==> config.mk <==
export PLATFORM = sky130hd
export DESIGN_NAME = gloe_output_gate
export DESIGN_NICKNAME = d
export VERILOG_FILES = /design/src/design/gloe_por_delay.v /design/src/design/gloe_output_gate.v
export VERILOG_INCLUDE_DIRS = /design/src /design/src/design
export SDC_FILE = /design/constraint.sdc
export NUM_CORES = 1
export LEC_CHECK = 0
export ABC_AREA = 0
export BUFFER_PORTS_ARGS = -buffer_cell sky130_fd_sc_hd__buf_4
export CAP_MARGIN = 0
export CORE_MARGIN = 5
export CORE_UTILIZATION = 50
export CTS_CLUSTER_DIAMETER = 40
export DETAILED_ROUTE_END_ITERATION = 8
export HOLD_SLACK_MARGIN = 0.12
export PLACE_DENSITY = 0.71
export SLEW_MARGIN = 40
export SYNTH_ARGS = -nofsm -noshare
export SYNTH_HDL_FRONTEND = slang
export SYNTH_SLANG_ARGS = --single-unit
==> constraint.sdc <==
create_clock -name clock_i -period 1.9 [get_ports clock_i]
set_clock_uncertainty 0.1 [all_clocks]
set_input_delay 0.19 -clock clock_i [delete_from_list [all_inputs] [get_ports clock_i]]
set_output_delay 0.19 -clock clock_i [all_outputs]
set_load 0.02 [all_outputs]
==> src/design/gloe_consts.vh <==
`ifndef GLOE_CONSTS_VH
`define GLOE_CONSTS_VH

// clock rate of clock_i in MHz (40 ns period)
`define GLOE_CLK_MHZ       25
// supply settling time before the runt suppressor leaves reset, in microseconds
`define GLOE_POR_TIME_US   12000
// settle cycles = time * rate (12000 us at 25 MHz), sized to the counter width
`define GLOE_POR_CYCLES    20'h493e0
// width of the settle counter, enough for the default count
`define GLOE_POR_CNT_W     20
// levels held by the outputs while disabled or in reset, then the gate reset state and the plain bit values
`define GLOE_TRUE_IDLE     1'b0
`define GLOE_COMP_IDLE     1'b1
`define GLOE_GATE_RST      1'b0
`define GLOE_BIT_CLR       1'b0
`define GLOE_BIT_SET       1'b1

`endif

==> src/design/gloe_por_delay.v <==
`timescale 1ns/1ps
`include "gloe_consts.vh"

module gloe_por_delay #(
  parameter                     CNT_W  = `GLOE_POR_CNT_W,
  parameter [CNT_W-1:0]         CYCLES = `GLOE_POR_CYCLES
) (
  input  wire                   clock_i,
  input  wire                   sys_rst_i,
  output wire                   settled_o
);

  reg  [CNT_W-1:0]              cnt_q;
  reg                           done_q;

  ////////////////////////////////////////////////////////////////////////////////
  // counts from reset release; done stays set until the next reset
  always @(posedge clock_i) begin
    if (sys_rst_i) begin
      cnt_q  <= {CNT_W{1'b0}};
      done_q <= `GLOE_BIT_CLR;
    end else if (!done_q) begin
      if (cnt_q == CYCLES - {{(CNT_W-1){1'b0}}, 1'b1}) begin
        done_q <= `GLOE_BIT_SET;
      end else begin
        cnt_q  <= cnt_q + {{(CNT_W-1){1'b0}}, 1'b1};
      end
    end
  end

  assign settled_o = done_q;

endmodule // gloe_por_delay

==> src/design/gloe_output_gate.v <==
`timescale 1ns/1ps
`include "gloe_consts.vh"

// How it works
// - the enable state changes only at a falling edge of the chosen clock, true output low.
// - after the enable falls, the outputs follow the chosen clock until disable takes effect.
// - on disable, the next falling edge forces the true output low and the complement high.
// - after the enable rises, the outputs follow the chosen clock from its next falling edge.
// - the runt suppressor is held in reset at power-up until a supply settle delay runs out.
// - the clock whose falling edges time enable and disable is the one src_sel_i chooses.

module gloe_output_gate #(
  parameter                     POR_CNT_W  = `GLOE_POR_CNT_W,
  parameter [POR_CNT_W-1:0]     POR_CYCLES = `GLOE_POR_CYCLES
) (
  input  wire                   clock_i,
  input  wire                   sys_rst_i,
  input  wire                   in0_clk_i,
  input  wire                   in1_clk_i,
  input  wire                   src_sel_i,
  input  wire                   out_en_i,
  output wire                   clk_true_o,
  output wire                   clk_comp_o,
  output wire                   runt_suppressor_ready_o
);

  // reset hold and falling-edge decode
  wire                          settled;
  reg                           hold;
  reg                           sel_clk;
  reg                           fall;

  // flops and their next values
  reg                           prev_q;
  reg                           prev_d;
  reg  [0:0]                    gate_q;
  reg  [0:0]                    gate_d;
  reg                           true_q;
  reg                           true_d;
  reg                           comp_q;
  reg                           comp_d;

  ////////////////////////////////////////////////////////////////////////////////
  // gate states, binary coded
  localparam [0:0]              GATE_SHUT = 1'h0;
  localparam [0:0]              GATE_OPEN = 1'h1;

  ////////////////////////////////////////////////////////////////////////////////
  // input choice, shared by the level and the edge decode
  function sel_clk_of;
    input                       sel;
    input                       clk0;
    input                       clk1;

    begin
      if (sel) begin
        sel_clk_of = clk1;
      end else begin
        sel_clk_of = clk0;
      end
    end
  endfunction

  ////////////////////////////////////////////////////////////////////////////////
  // a falling edge is a high sample followed by a low one
  function fall_of;
    input                       prev;
    input                       now;

    begin
      fall_of = prev & ~now;
    end
  endfunction

  ////////////////////////////////////////////////////////////////////////////////
  // only a falling edge of the chosen input may move the gate
  function [0:0] gate_next_of;
    input  [0:0]                state;
    input                       at_fall;
    input                       enable;

    begin
      gate_next_of = state;
      case (state)
        GATE_SHUT: begin
          if (at_fall && enable) begin
            gate_next_of = GATE_OPEN;
          end
        end
        GATE_OPEN: begin
          if (at_fall && !enable) begin
            gate_next_of = GATE_SHUT;
          end
        end
        default: begin
          gate_next_of = GATE_SHUT;
        end
      endcase
    end
  endfunction

  ////////////////////////////////////////////////////////////////////////////////
  gloe_por_delay #(
    .CNT_W     (POR_CNT_W),
    .CYCLES    (POR_CYCLES)
  ) u_por (
    .clock_i   (clock_i),
    .sys_rst_i (sys_rst_i),
    .settled_o (settled)
  );

  ////////////////////////////////////////////////////////////////////////////////
  // the suppressor stays idle in reset and until the supply delay has run out
  always @* begin
    if (sys_rst_i) begin
      hold = `GLOE_BIT_SET;
    end else if (!settled) begin
      hold = `GLOE_BIT_SET;
    end else begin
      hold = `GLOE_BIT_CLR;
    end
  end

  ////////////////////////////////////////////////////////////////////////////////
  // only the chosen input times the gate; the switchover itself is not glitch-free here
  always @* begin
    sel_clk = sel_clk_of(src_sel_i, in0_clk_i, in1_clk_i);
  end

  always @* begin
    fall = fall_of(prev_q, sel_clk);
  end

  ////////////////////////////////////////////////////////////////////////////////
  // next values
  always @* begin
    prev_d = sel_clk;
  end

  always @* begin
    gate_d = gate_next_of(gate_q, fall, out_en_i);
  end

  // the gate stays open between the enable falling and the next falling edge
  always @* begin
    true_d = `GLOE_TRUE_IDLE;
    case (gate_d)
      GATE_SHUT: begin
        true_d = `GLOE_TRUE_IDLE;
      end
      GATE_OPEN: begin
        true_d = sel_clk;
      end
      default: begin
        true_d = `GLOE_TRUE_IDLE;
      end
    endcase
  end

  always @* begin
    comp_d = `GLOE_COMP_IDLE;
    case (gate_d)
      GATE_SHUT: begin
        comp_d = `GLOE_COMP_IDLE;
      end
      GATE_OPEN: begin
        comp_d = ~sel_clk;
      end
      default: begin
        comp_d = `GLOE_COMP_IDLE;
      end
    endcase
  end

  ////////////////////////////////////////////////////////////////////////////////
  // edge history; cleared so a low first sample is no falling edge
  always @(posedge clock_i) begin
    if (hold) begin
      prev_q <= `GLOE_BIT_CLR;
    end else begin
      prev_q <= prev_d;
    end
  end

  ////////////////////////////////////////////////////////////////////////////////
  // gate state; a new enable or disable lands here, at a falling edge only
  always @(posedge clock_i) begin
    if (hold) begin
      gate_q <= `GLOE_GATE_RST;
    end else begin
      gate_q <= gate_d;
    end
  end

  ////////////////////////////////////////////////////////////////////////////////
  // true output; a flop so the pin never sees decode glitches
  always @(posedge clock_i) begin
    if (hold) begin
      true_q <= `GLOE_TRUE_IDLE;
    end else begin
      true_q <= true_d;
    end
  end

  ////////////////////////////////////////////////////////////////////////////////
  // complement output, the inverse of the true output outside reset
  always @(posedge clock_i) begin
    if (hold) begin
      comp_q <= `GLOE_COMP_IDLE;
    end else begin
      comp_q <= comp_d;
    end
  end

  assign clk_true_o              = true_q;
  assign clk_comp_o              = comp_q;
  assign runt_suppressor_ready_o = settled;

endmodule // gloe_output_gate

* Yosys cells after proc, flatten, opt, wreduce, memory -nomap -nowiden
Index checks and enable logic that the tools add are counted.
** Storage, ports and cells
- Logic and storage cells :: 28
- Bits in registers :: 25
** Cells by class
- Bitwise operators :: 6
- $add $sub $neg :: 1
- Eq/ne operators :: 1
- Reductions and logical operators :: 4
- Multiplexer cells :: 10
** Operator list (count)
- $add 20x1->20 const B :: 1
- $eq 20x19->1 const B :: 1
- $mux 1 :: 7
- $pmux 1 s2 :: 3
- $not 1->1 :: 5
- $logic_and 1x1->1 :: 2
- $reduce_and 2->1 :: 1
- $and 1x1->1 :: 1
- $logic_not 1->1 :: 1

* Logic depth before layout (Yosys ltp)
Gate-level depths: netlist of run 1.
- Word-level depth :: 8
- Mapped depth :: 5
- Gate-level depth less buffers :: 5

* Cells and area by module
From an unflattened synthesis of run 1, not the netlist that was laid out.
** Unflattened totals
- Cell total of the unflattened synthesis :: 140
- Area total of the unflattened synthesis :: 1226.2 sq um
** Modules (own cells, without submodules)
- gloe_por_delay :: area each 1086.0 sq um, cells an instance 128, instances 1, sequential area each 420.4 sq um
- gloe_output_gate :: area each 140.1 sq um, cells an instance 12, instances 1, sequential area each 80.1 sq um

* Worst setup path after synthesis of run 1
Ideal clock, no wire load.
- Kind :: register -> register
- Start point :: register u_por.cnt_q[16]
- End point :: register u_por.cnt_q[3]
- Stages on the path, launching flop included :: 5
- Required time :: 1.677 ns
- Setup slack :: -0.064 ns
- Library setup time :: 0.123 ns
- Data arrival time :: 1.741 ns
- Path through :: dfxtp_1 -> or4b_4 -> nor4_4 -> a211oi_1 -> mux2_1
** Between the ends
- Cells in the longest elaborated chain, start to end :: 3
** Ends and longest elaborated chain
- start: declaration :: RTL line gloe_por_delay.v:13 : reg [CNT_W-1:0] cnt_q;
- start signal: assignment :: RTL line gloe_por_delay.v:20 : cnt_q <= {CNT_W{1'b0}};
- start signal: assignment :: RTL line gloe_por_delay.v:26 : cnt_q <= cnt_q + {{(CNT_W-1){1'b0}}, 1'b1};
- $eq 20x19->1 :: RTL line gloe_por_delay.v:23 : if (cnt_q == CYCLES - {{(CNT_W-1){1'b0}}, 1'b1}) begin
- $not 1->1 (no line)
- $reduce_and 2->1 (no line)
Every way passes these cells.
A chain may end at the register's enable or synchronous reset.

* Final worst setup path of run 1
- Start point :: register u_por.cnt_q[10]
- End point :: register u_por.cnt_q[11]
** Between the ends
- Cells in the longest elaborated chain, start to end :: 3
- Elaborated cells between the ends (all ways) :: 4
** Ends and longest elaborated chain
- branches (longest 3 deep; another with $add 20x1->20)
Several ways; the timed one is not identified.

==> results of run 1 <==
## worst max-delay path by stage
| stage | startpoint | end | slack, ns | cells after the start |
|---|---|---|---|---|
| floorplan | u_por.cnt_q[14]$_SDFFE_PP0P_ | u_por.cnt_q[3]$_SDFFE_PP0P_ | -0.04 | 4 |
| global placement | u_por.cnt_q[1]$_SDFFE_PP0P_ | u_por.cnt_q[11]$_SDFFE_PP0P_ | -0.05 | 4 |
| detailed placement | u_por.cnt_q[1]$_SDFFE_PP0P_ | u_por.cnt_q[11]$_SDFFE_PP0P_ | -0.07 | 4 |
| CTS | u_por.cnt_q[10]$_SDFFE_PP0P_ | u_por.cnt_q[7]$_SDFFE_PP0P_ | -0.007 | 5 |
| global route | u_por.cnt_q[10]$_SDFFE_PP0P_ | u_por.cnt_q[11]$_SDFFE_PP0P_ | -0.09 | 5 |
| finish | u_por.cnt_q[10]$_SDFFE_PP0P_ | u_por.cnt_q[11]$_SDFFE_PP0P_ | -0.02 | 5 |
## flip-flops by register name (all words and copies together), names as in the netlist
register,flops
u_por.cnt_q,20
clk_true_o,1
clk_comp_o,1
u_por.settled_o,1
fall_of.prev,1
gate_next_of.state,1
## what timing repair did
item                       in CTS  in global routing
hold endpoints to repair        3                  0
gates cloned                    0                  0
resized for setup               4                 11
hold buffers                    5                  0
pin swaps                       1                  1
setup endpoints to repair       8                 12
## power groups by stage
stage / clock [mW] / sequential, mW / combinational [mW]
after floorplan: 0 / 0.547 / 0.0240
after CTS: 0.249 / 0.536 / 0.0568
after detailed placement: 0 / 0.547 / 0.0478
after global placement: 0 / 0.546 / 0.0452
after global routing: 0.268 / 0.538 / 0.0652
final: 0.237 / 0.536 / 0.0587
## layer usage
layer,track usage [%],vias to the layer above,wire (um)
li1,-,575,-
met1,22.1,542,1240
met2,28.2,21,1430
met3,3.02,6,99
met4,7.59,0,40
met5,0,-,0
## stage by stage
stage	total power [mW]	setup TNS (ns)
4_1_cts	0.842	-0.00731
6_report	0.832	-0.0235
2_1_floorplan	0.571	-0.227
5_1_grt	0.871	-0.547
3_3_place_gp	0.592	-0.0512
3_5_place_dp	0.594	-0.132
## cell type report
class	instances	share of cell area, %
multi-input cells	107	46.7
clock inverters	1	0.318
repair buffers	31	15.8
flip-flops and latches	25	32.6
well taps	30	2.39
inverters	3	0.716
clock buffers	3	1.43
## synth_stat cells, drive strengths merged, types with 4 or more instances
cell    instances  area share (%)
a211oi          4             2.4
a21oi          10             4.3
dfxtp          25              40
mux2            8             7.2
nand2          11             3.3
nand2b          4             2.0
nand3           6             2.4
nand4           4             2.0
nor2           15             4.5
nor2b           8             4.0
or3             4             2.0
or4             4             2.4
xnor2           4             2.8
## critical path: stages (launching register included)
cell and delay (ns):
dfxtp_2 0.34, or4b_4 0.54, nor4_4 0.24, buf_6 0.17, a2111oi_2 0.07, mux2_1 0.36
## kinds of logic after synthesis
group           after synthesis  share of synthesized area, %
buf+inv                       8                          2.50
flops                        25                          40.1
fa+ha+maj                     1                          1.00
mux                          10                          8.82
compound gates               22                          11.6
simple gates                 70                          33.2
xor+xnor                      4                          2.81
==> qor.txt, run 1 <==
vias in the first global route: 1100
clock sink count: 25
CP startpoint kind: flop
IO Count: 9
Post-synth EDFFs: 0
# Post-CTS Setup Buffers: 0
Tmin final: 1.92 ns
root buffer cell: clkbuf_4
Die Area: 0.00360 sq mm
failing checks: negative setup slack
unrepaired setup endpoints after global routing: true
status: finished, violations left
DR iter-0 viols: 59
post-layout util: 64.7%
Clock Tree Buf Depth: 2
Clock transition at path regs: 0.14 ns
Worst Path Max Fanout: 8
Worst Setup End Kind: flop
number of H-tree levels: 1
Die Wd: 60.0 um
first-pass GRT wire length: 4.73 mm
register area: 513 sq um
initial antenna violation count: 0
GPL Wtd Cong: 0.805
final setup vio count: 1
port bufs: 8
register bit count reported by yosys: 25
DR DRC count: 0
asr flop ratio synth: 0%
Detail Placement HPWL: 1.93 mm
Skew-Pair Late Insertion Delay: 0.31 ns
Yosys warning count: 0
Main synth FF type: dfxtp_1
Setup CP Type: reg2reg
Initial Utilization: 51.3%
Gate Count Post-Synth: 140
nets@finish: 178
Gate power share: 7.1%
hold path depth: 4
critical path arrival: 2.04 ns
syn_area_per_cell: 8.92 sq um
WHS Endpoint: gate_next_of.state$_SDFF_PP0_
fin cells: 200
area delta synth->final: 26.0%
vias post-DR: 1144
Antenna diodes: 0
num rows: 18
cell area after layout: 0.00157 sq mm
via/cell ratio: 5.72
reg2reg start: u_por.cnt_q[10]$_SDFFE_PP0P_
period utilization: 101%
mapped cell area: 0.00125 sq mm
Inserted Clock Buffers: 3
Max Clock Freq: 0.520 GHz
R2R depth: 5
r2r setup slk: -0.02 ns
internal power: 0.642 mW
slew at the pin with the worst max-slew slack: 0.519 ns
Fill cells: 201
placed inst area: 0.00146 sq mm
Min-Delay Path Class: in2reg
share of power burned in registers: 64.4%
Final ANT Viol Nets: 0
GRT Total Usage: 17.3%
layout cells sized above 1: 30.0%
Peak VDD IR: 0.000483 V
hold slack: 0.140 ns
CP Data Required Time: 2.01 ns
most common cell after layout, fill and taps aside: buf_4
dpl ws: -0.0662 ns
HP Start: src_sel_i
Max Transition Viols Final: 0
RR Endpoint: u_por.cnt_q[11]$_SDFFE_PP0P_
placed insts: 191
pin count of the biggest net entering global routing: 32
Die Y: 60.0 um
core area: 0.00243 sq mm
Seq/Total Area, Yosys: 40.1%
syn_nets: 147
PnR worst setup slack: -0.0235 ns
switching power share of the total: 22.8%
drt wl/cell: 14.0 um
CTS tree: yes
Leak: 0.607 nW
clock share of power: 28.5%
Final Hold Vio Count: 0
most frequent cells in the layout: buf_4 (25), dfxtp_1 (17), nor2_1 (15)
GRT Residual Overflow: 0
slew margin rel.: 65.3%
PwrDens: 529 mW/mm^2
area of the multi-input gates: 734 sq um
P_sw: 0.190 mW
Unique masters post-synth: 35
Max-Cap Viols: 0
Routed WL: 2.81 mm
First-pass DRT Iterations: 4
(Power assumes the default switching activity.)
==> run 2, diff against run 1 <==
- ABC_AREA: 0 -> 1
- CORE_MARGIN: 5 -> 3
- PLACE_DENSITY: 0.71 -> 0.7
==> run 2 against run 1 <==
The run now ends clean. Worst setup slack better by 0.18 ns. Wire length is 2.8% higher. Synthesized cell count is 56% higher. Clock power is 2% lower. Cell area is 3.3% higher. Global-route usage is 0.58 points lower. Sequential cell count stayed put. Final cell count is 32% higher. Critical path type unchanged. Largest cell class unchanged.
==> qor.txt, run 2 <==
drt wl/cell: 10.9 um (was 14.0 um)
syn_area_per_cell: 6.72 sq um (was 8.92 sq um)
# Post-CTS Setup Buffers: 0 (unchanged)
core area: 0.00278 sq mm (was 0.00243 sq mm)
Biggest register: u_por.cnt_q (unchanged)
cell chain of the critical path: ha_1 -> nand2_1 -> nor2_4 -> nand3_2 -> nor2_4 -> nor2_4 -> nand2_1 -> a21oi_2 (was or4b_4 -> nor4_4 -> buf_6 -> a2111oi_2 -> mux2_1)
pin count of the biggest net entering global routing: 27 (was 32)
GPL Wtd Cong: 0.810 (was 0.805)
Worst Setup End Kind: flop (unchanged)
critical path arrival: 1.90 ns (was 2.04 ns)
period utilization: 91.9% (was 101%)
layout cells sized above 1: 19.3% (was 30.0%)
Post-synth EDFFs: 0 (unchanged)
Max-Cap Viols: 0 (unchanged)
Leak: 0.627 nW (was 0.607 nW)
status: finished clean (was finished, violations left)
CP Data Required Time: 2.05 ns (was 2.01 ns)
num rows: 19 (was 18)
M3 GR Usage: 4.54% (was 3.02%)
post-layout util: 58.4% (was 64.7%)
top-count cell post-synth: nand2_1 (was dfxtp_1)
initial antenna violation count: 0 (unchanged)
final setup vio count: 0 (was 1)
Peak VDD IR: 0.000352 V (was 0.000483 V)
Skew-Pair Late Insertion Delay: 0.32 ns (was 0.31 ns)
cell area after layout: 0.00163 sq mm (was 0.00157 sq mm)
First-pass DRT Iterations: 4 (unchanged)
dpl ws: 0.0200 ns (was -0.0662 ns)
Routed WL: 2.89 mm (was 2.81 mm)
Final ANT Viol Nets: 0 (unchanged)
Die Y: 60.1 um (was 60.0 um)
post-synth top area cell: dfxtp_1 (unchanged)
mapped cell area: 0.00147 sq mm (was 0.00125 sq mm)
slowest CP cell: dfxtp_1 (was or4b_4)
Synth top area share: 34.2% (was 40.1%)
unrepaired setup endpoints after global routing: false (was true)
GRT Total Usage: 16.7% (was 17.3%)
port bufs: 8 (unchanged)
DR iter-0 viols: 58 (was 59)
Max Transition Viols Final: 0 (unchanged)
M1 GR Usage: 23.7% (was 22.1%)
met2 usage: 25.5% (was 28.2%)
Top cell by count, worst path: nor2_4
root buffer cell: clkbuf_4 (unchanged)
Worst Path Max Fanout: 13 (was 8)
Clock transition at path regs: 0.12 ns (was 0.14 ns)
CP startpoint kind: flop (unchanged)
Seq/Total Area, Yosys: 34.2% (was 40.1%)
Power Total: 0.808 mW (was 0.832 mW)
Initial Utilization: 52.7% (was 51.3%)
max incr delay on CP: 0.36 ns (was 0.54 ns)
Antenna diodes: 0 (unchanged)
Clock Tree Buf Depth: 2 (unchanged)
slew at the pin with the worst max-slew slack: 0.414 ns (was 0.519 ns)
nets@finish: 241 (was 178)
Tmin final: 1.75 ns (was 1.92 ns)
Die Wd: 60.1 um (was 60.0 um)
Die Area: 0.00362 sq mm (was 0.00360 sq mm)
most common cell after layout, fill and taps aside: nand2_1 (was buf_4)
Most Used Layer, Global Route: met2 (unchanged)
PwrDens: 497 mW/mm^2 (was 529 mW/mm^2)
placed insts: 256 (was 191)
fin cells: 264 (was 200)
slew margin rel.: 72.4% (was 65.3%)
number of H-tree levels: 1 (unchanged)
placed inst area: 0.00155 sq mm (was 0.00146 sq mm)
syn_nets: 225 (was 147)
PnR worst setup slack: 0.154 ns (was -0.0235 ns)
Min-Delay Path Class: in2reg (unchanged)
Synth top cells by count: nand2_1 (69), nor2_1 (32), inv_1 (27) (was dfxtp_1 (25), nor2_1 (15), nand2_1 (11))
vias post-DR: 1318 (was 1144)
Inserted Clock Buffers: 3 (unchanged)
max reg flops: 20 (unchanged)
DR DRC count: 0 (unchanged)
first-pass GRT wire length: 4.70 mm (was 4.73 mm)
area delta synth->final: 10.9% (was 26.0%)
register bit count reported by yosys: 25 (unchanged)
GRT Residual Overflow: 0 (unchanged)
Main synth FF type: dfxtp_1 (unchanged)
Final Hold Vio Count: 0 (unchanged)
synth top area cells: dfxtp_1 (34%), nand2_1 (18%), nor2_1 (8.2%) (was dfxtp_1 (40%), mux2_1 (6.3%), nor2_1 (4.5%))
Detail Placement HPWL: 2.00 mm (was 1.93 mm)
hold slack: 0.166 ns (was 0.140 ns)
Max Clock Freq: 0.573 GHz (was 0.520 GHz)
via/cell ratio: 4.99 (was 5.72)
asr flop ratio synth: 0% (unchanged)
vias in the first global route: 1095 (was 1100)
final setup TNS: 0 ns (was -0.0235 ns)
IO Count: 9 (unchanged)
clock sink count: 25 (unchanged)
Setup CP Type: reg2reg (unchanged)
Gate Count Post-Synth: 218 (was 140)
Yosys warning count: 0 (unchanged)
CTS tree: yes (unchanged)
Unique masters post-synth: 21 (was 35)
most frequent cells in the layout: nand2_1 (69), nor2_1 (32), inv_1 (27) (was buf_4 (25), dfxtp_1 (17), nor2_1 (15))
run 2: worst paths after layout:
check	cells after the start	slack, ns	end	start
worst min register to register	1	0.33	clk_comp_o$_SDFF_PP1_	gate_next_of.state$_SDFF_PP0_
worst min-delay path	5	0.17	fall_of.prev$_SDFF_PP0_	in0_clk_i
worst max register to register	8	0.15	u_por.cnt_q[6]$_SDFFE_PP0P_	u_por.cnt_q[0]$_SDFFE_PP0P_
worst max-delay path	8	0.15	u_por.cnt_q[6]$_SDFFE_PP0P_	u_por.cnt_q[0]$_SDFFE_PP0P_
run 2: layer usage:
layer | vias up | part of all wire, %
met5 | - | 0
met4 | 0 | 0.66
met3 | 6 | 5.0
met2 | 31 | 44
met1 | 582 | 51
li1 | 699 | -
run 2: area by class of cell:
type	instances	area (sq um)
Timing Repair Buffer	14	113
Multi-Input combinational cell	163	846
Clock buffer	4	26.3
Tap cell	31	38.8
Inverter	27	101
Fill cell	272	1160
Sequential cell	25	500
run 2: kinds of logic after synthesis:
kind of cell / count (synthesis) / share of synthesized area [%]
flip-flops: 25 / 34.2
buffers and inverters: 31 / 9.22
AO/OA/AOI/OAI: 24 / 12.0
XOR/XNOR: 9 / 5.38
adder cells (fa/ha/maj): 1 / 0.854
AND/OR/NAND/NOR: 128 / 38.3
run 2: critical path: cells and delay by family, from the launching register on:
family          cells  cell delay (ns)
simple gates        6             0.88
fa+ha+maj           1             0.22
flops               1             0.36
compound gates      1             0.14
run 2: timing repair:
item                                    4_1_cts  5_1_grt
endpoints found under the setup margin        0       20
gates resized for setup                       0        2
endpoints found under the hold margin        15        0
hold buffers                                  3        0
run 2: where the power goes:
part / internal, mW / total (mW) / leakage [nW] / switching (mW)
Clock: 0.0821 / 0.233 / 0.0150 / 0.151
Sequential: 0.530 / 0.536 / 0.202 / 0.00593
Combinational: 0.0177 / 0.0398 / 0.410 / 0.0221
==> run 3, diff against run 2 <==
- GPL_TIMING_DRIVEN: default -> 0
- HOLD_SLACK_MARGIN: 0.12 -> 0.08
==> run 3 against run 2 <==
Worst hold slack lost 0.048 ns. Global-route usage grew 1.7 points. First-iteration DRC count shrank 19%.
==> qor.txt, run 3 (synthesized netlist as in run 2, its figures left out) <==
status: finished clean (unchanged)
Clock transition at path regs: 0.14 ns (was 0.12 ns)
DR top layer: met4 (unchanged)
Top cell by count, worst path: nor2_4 (unchanged)
final setup TNS: 0 ns (unchanged)
Tmin final: 1.79 ns (was 1.75 ns)
num rows: 19 (unchanged)
Die Wd: 60.1 um (unchanged)
root buffer cell: clkbuf_4 (unchanged)
share of power burned in registers: 65.2% (was 66.3%)
placed insts: 257 (was 256)
Max Transition Viols Final: 0 (unchanged)
vias post-DR: 1306 (was 1318)
CP startpoint kind: flop (unchanged)
period utilization: 94.3% (was 91.9%)
internal power: 0.628 mW (was 0.629 mW)
nets@finish: 246 (was 241)
critical path arrival: 1.89 ns (was 1.90 ns)
pin count of the biggest net entering global routing: 15 (was 27)
layout cells sized above 1: 21.8% (was 19.3%)
placed inst area: 0.00156 sq mm (was 0.00155 sq mm)
final setup vio count: 0 (unchanged)
register area: 503 sq um (was 500 sq um)
Initial Utilization: 52.7% (unchanged)
CTS tree: yes (unchanged)
number of H-tree levels: 1 (unchanged)
Antenna diodes: 0 (unchanged)
Clock Tree Buf Depth: 2 (unchanged)
slowest CP cell: dfxtp_2 (was dfxtp_1)
Crit path buffers/inverters: 1 (was 0)
Worst path top cell family by delay: simple AND/OR/NAND/NOR gates (unchanged)
First-pass DRT Iterations: 4 (unchanged)
CP Data Required Time: 2.00 ns (was 2.05 ns)
GRT Residual Overflow: 0 (unchanged)
cell area after layout: 0.00167 sq mm (was 0.00163 sq mm)
Peak VDD IR: 0.000370 V (was 0.000352 V)
PwrDens: 495 mW/mm^2 (was 497 mW/mm^2)
slew margin rel.: 54.9% (was 72.4%)
slew at the pin with the worst max-slew slack: 0.677 ns (was 0.414 ns)
drt wl/cell: 11.1 um (was 10.9 um)
DR DRC count: 0 (unchanged)
Detail Placement HPWL: 2.12 mm (was 2.00 mm)
fin cells: 269 (was 264)
dpl ws: 0.0869 ns (was 0.0200 ns)
Final Hold Vio Count: 0 (unchanged)
max incr delay on CP: 0.40 ns (was 0.36 ns)
IO Count: 9 (unchanged)
vias in the first global route: 1187 (was 1095)
switching power share of the total: 23.8% (was 22.1%)
area delta synth->final: 13.7% (was 10.9%)
Gate power share: 4.8% (was 4.9%)
Final ANT Viol Nets: 0 (unchanged)
Leak: 0.655 nW (was 0.627 nW)
WL met2: 1.35 mm (was 1.26 mm)
Max Clock Freq: 0.558 GHz (was 0.573 GHz)
GPL Wtd Cong: 0.837 (was 0.810)
Fill cells: 268 (was 272)
Die Y: 60.1 um (unchanged)
port bufs: 8 (unchanged)
PnR worst setup slack: 0.109 ns (was 0.154 ns)
met3 wire length: 76 um (was 144 um)
cell chain of the critical path: ha_1 -> nand2_1 -> nor2_4 -> nand3_2 -> nor2_4 -> nor2_4 -> buf_6 -> o21ai_1 -> a21oi_2 (was ha_1 -> nand2_1 -> nor2_4 -> nand3_2 -> nor2_4 -> nor2_4 -> nand2_1 -> a21oi_2)
Setup CP Type: reg2reg (unchanged)
clock share of power: 30.0% (was 28.8%)
max reg flops: 20 (unchanged)
via/cell ratio: 4.86 (was 4.99)
Biggest register: u_por.cnt_q (unchanged)
core area: 0.00278 sq mm (unchanged)
Skew-Pair Late Insertion Delay: 0.33 ns (was 0.32 ns)
DR iter-0 viols: 47 (was 58)
GRT Total Usage: 18.4% (was 16.7%)
most common cell after layout, fill and taps aside: nand2_1 (unchanged)
P_sw: 0.196 mW (was 0.179 mW)
Routed WL: 2.99 mm (was 2.89 mm)
Die Area: 0.00362 sq mm (unchanged)
clock sink count: 25 (unchanged)
Max-Cap Viols: 0 (unchanged)
Min-Delay Path Class: in2reg (unchanged)
Inserted Clock Buffers: 3 (unchanged)
Worst Path Max Fanout: 10 (was 13)
Post-Route M1 WL: 1.51 mm (was 1.47 mm)
area of the multi-input gates: 835 sq um (was 846 sq um)
Worst Setup End Kind: flop (unchanged)
initial antenna violation count: 0 (unchanged)
most frequent cells in the layout: nand2_1 (69), nor2_1 (32), inv_1 (27) (unchanged)
hold slack: 0.118 ns (was 0.166 ns)
first-pass GRT wire length: 5.07 mm (was 4.70 mm)
## run 3: changes by cell type in the layout (fill, tap and decap cells not counted)
cell,previous run,this run
dfxtp_2,0,2
nor2_4,5,4
clkinv_2,0,1
dfxtp_1,25,23
buf_4,11,14
buf_6,0,2
## run 3: repair_timing
item                                    in CTS  in global routing
endpoints found under the setup margin       0                 19
hold buffers                                 3                  0
setup buffers                                0                  5
endpoints found under the hold margin        5                  0
gates resized for setup                      0                  3
## run 3: layout make-up
cell class	instances	share of cell area, %
Sequential cell	25	30.2
Tap cell	31	2.33
Inverter	27	6.08
Timing Repair Buffer	16	7.66
Clock buffer	3	1.35
Clock inverter	1	0.300
Buffer	4	2.03
Multi-Input combinational cell	162	50.1
## run 3: metal layers
layer | vias up | GRT usage, %
met5 | - | 0
met4 | 0 | 7.59
met1 | 579 | 24.9
met2 | 15 | 29.0
li1 | 707 | -
met3 | 5 | 2.59
## run 3: per-stage QoR
stage / utilization [%] / total power [mW]
finish: 59.9 / 0.824
global route: 59.9 / 0.859
CTS: 58.3 / 0.832
detailed placement: 56.2 / 0.583
global placement: 56.2 / 0.582
floorplan: - / 0.566
## run 3: path summary, 6_finish.rpt
check,from,endpoint,slack [ns],cells past startpoint
setup / recovery,u_por.cnt_q[0]$_SDFFE_PP0P_,u_por.cnt_q[11]$_SDFFE_PP0P_,0.11,9
hold / removal,in0_clk_i,fall_of.prev$_SDFF_PP0_,0.12,5
setup reg to reg,u_por.cnt_q[0]$_SDFFE_PP0P_,u_por.cnt_q[11]$_SDFFE_PP0P_,0.11,9
hold reg to reg,gate_next_of.state$_SDFF_PP0_,clk_comp_o$_SDFF_PP1_,0.33,1
## run 3: power by group through the flow
stage / Sequential [mW] / Combinational [mW] / Clock, mW
finish: 0.537 / 0.0396 / 0.247
floorplan: 0.546 / 0.0203 / 0
global route: 0.539 / 0.0458 / 0.274
detailed placement: 0.548 / 0.0353 / 0
global placement: 0.547 / 0.0347 / 0
CTS: 0.536 / 0.0402 / 0.256
## run 3: tightest hold or removal path, stage by stage
cell and delay (ns):
buf_4 0.11, inv_1 0.04, o21ai_0 0.06, inv_1 0.08
nor2_1 0.05
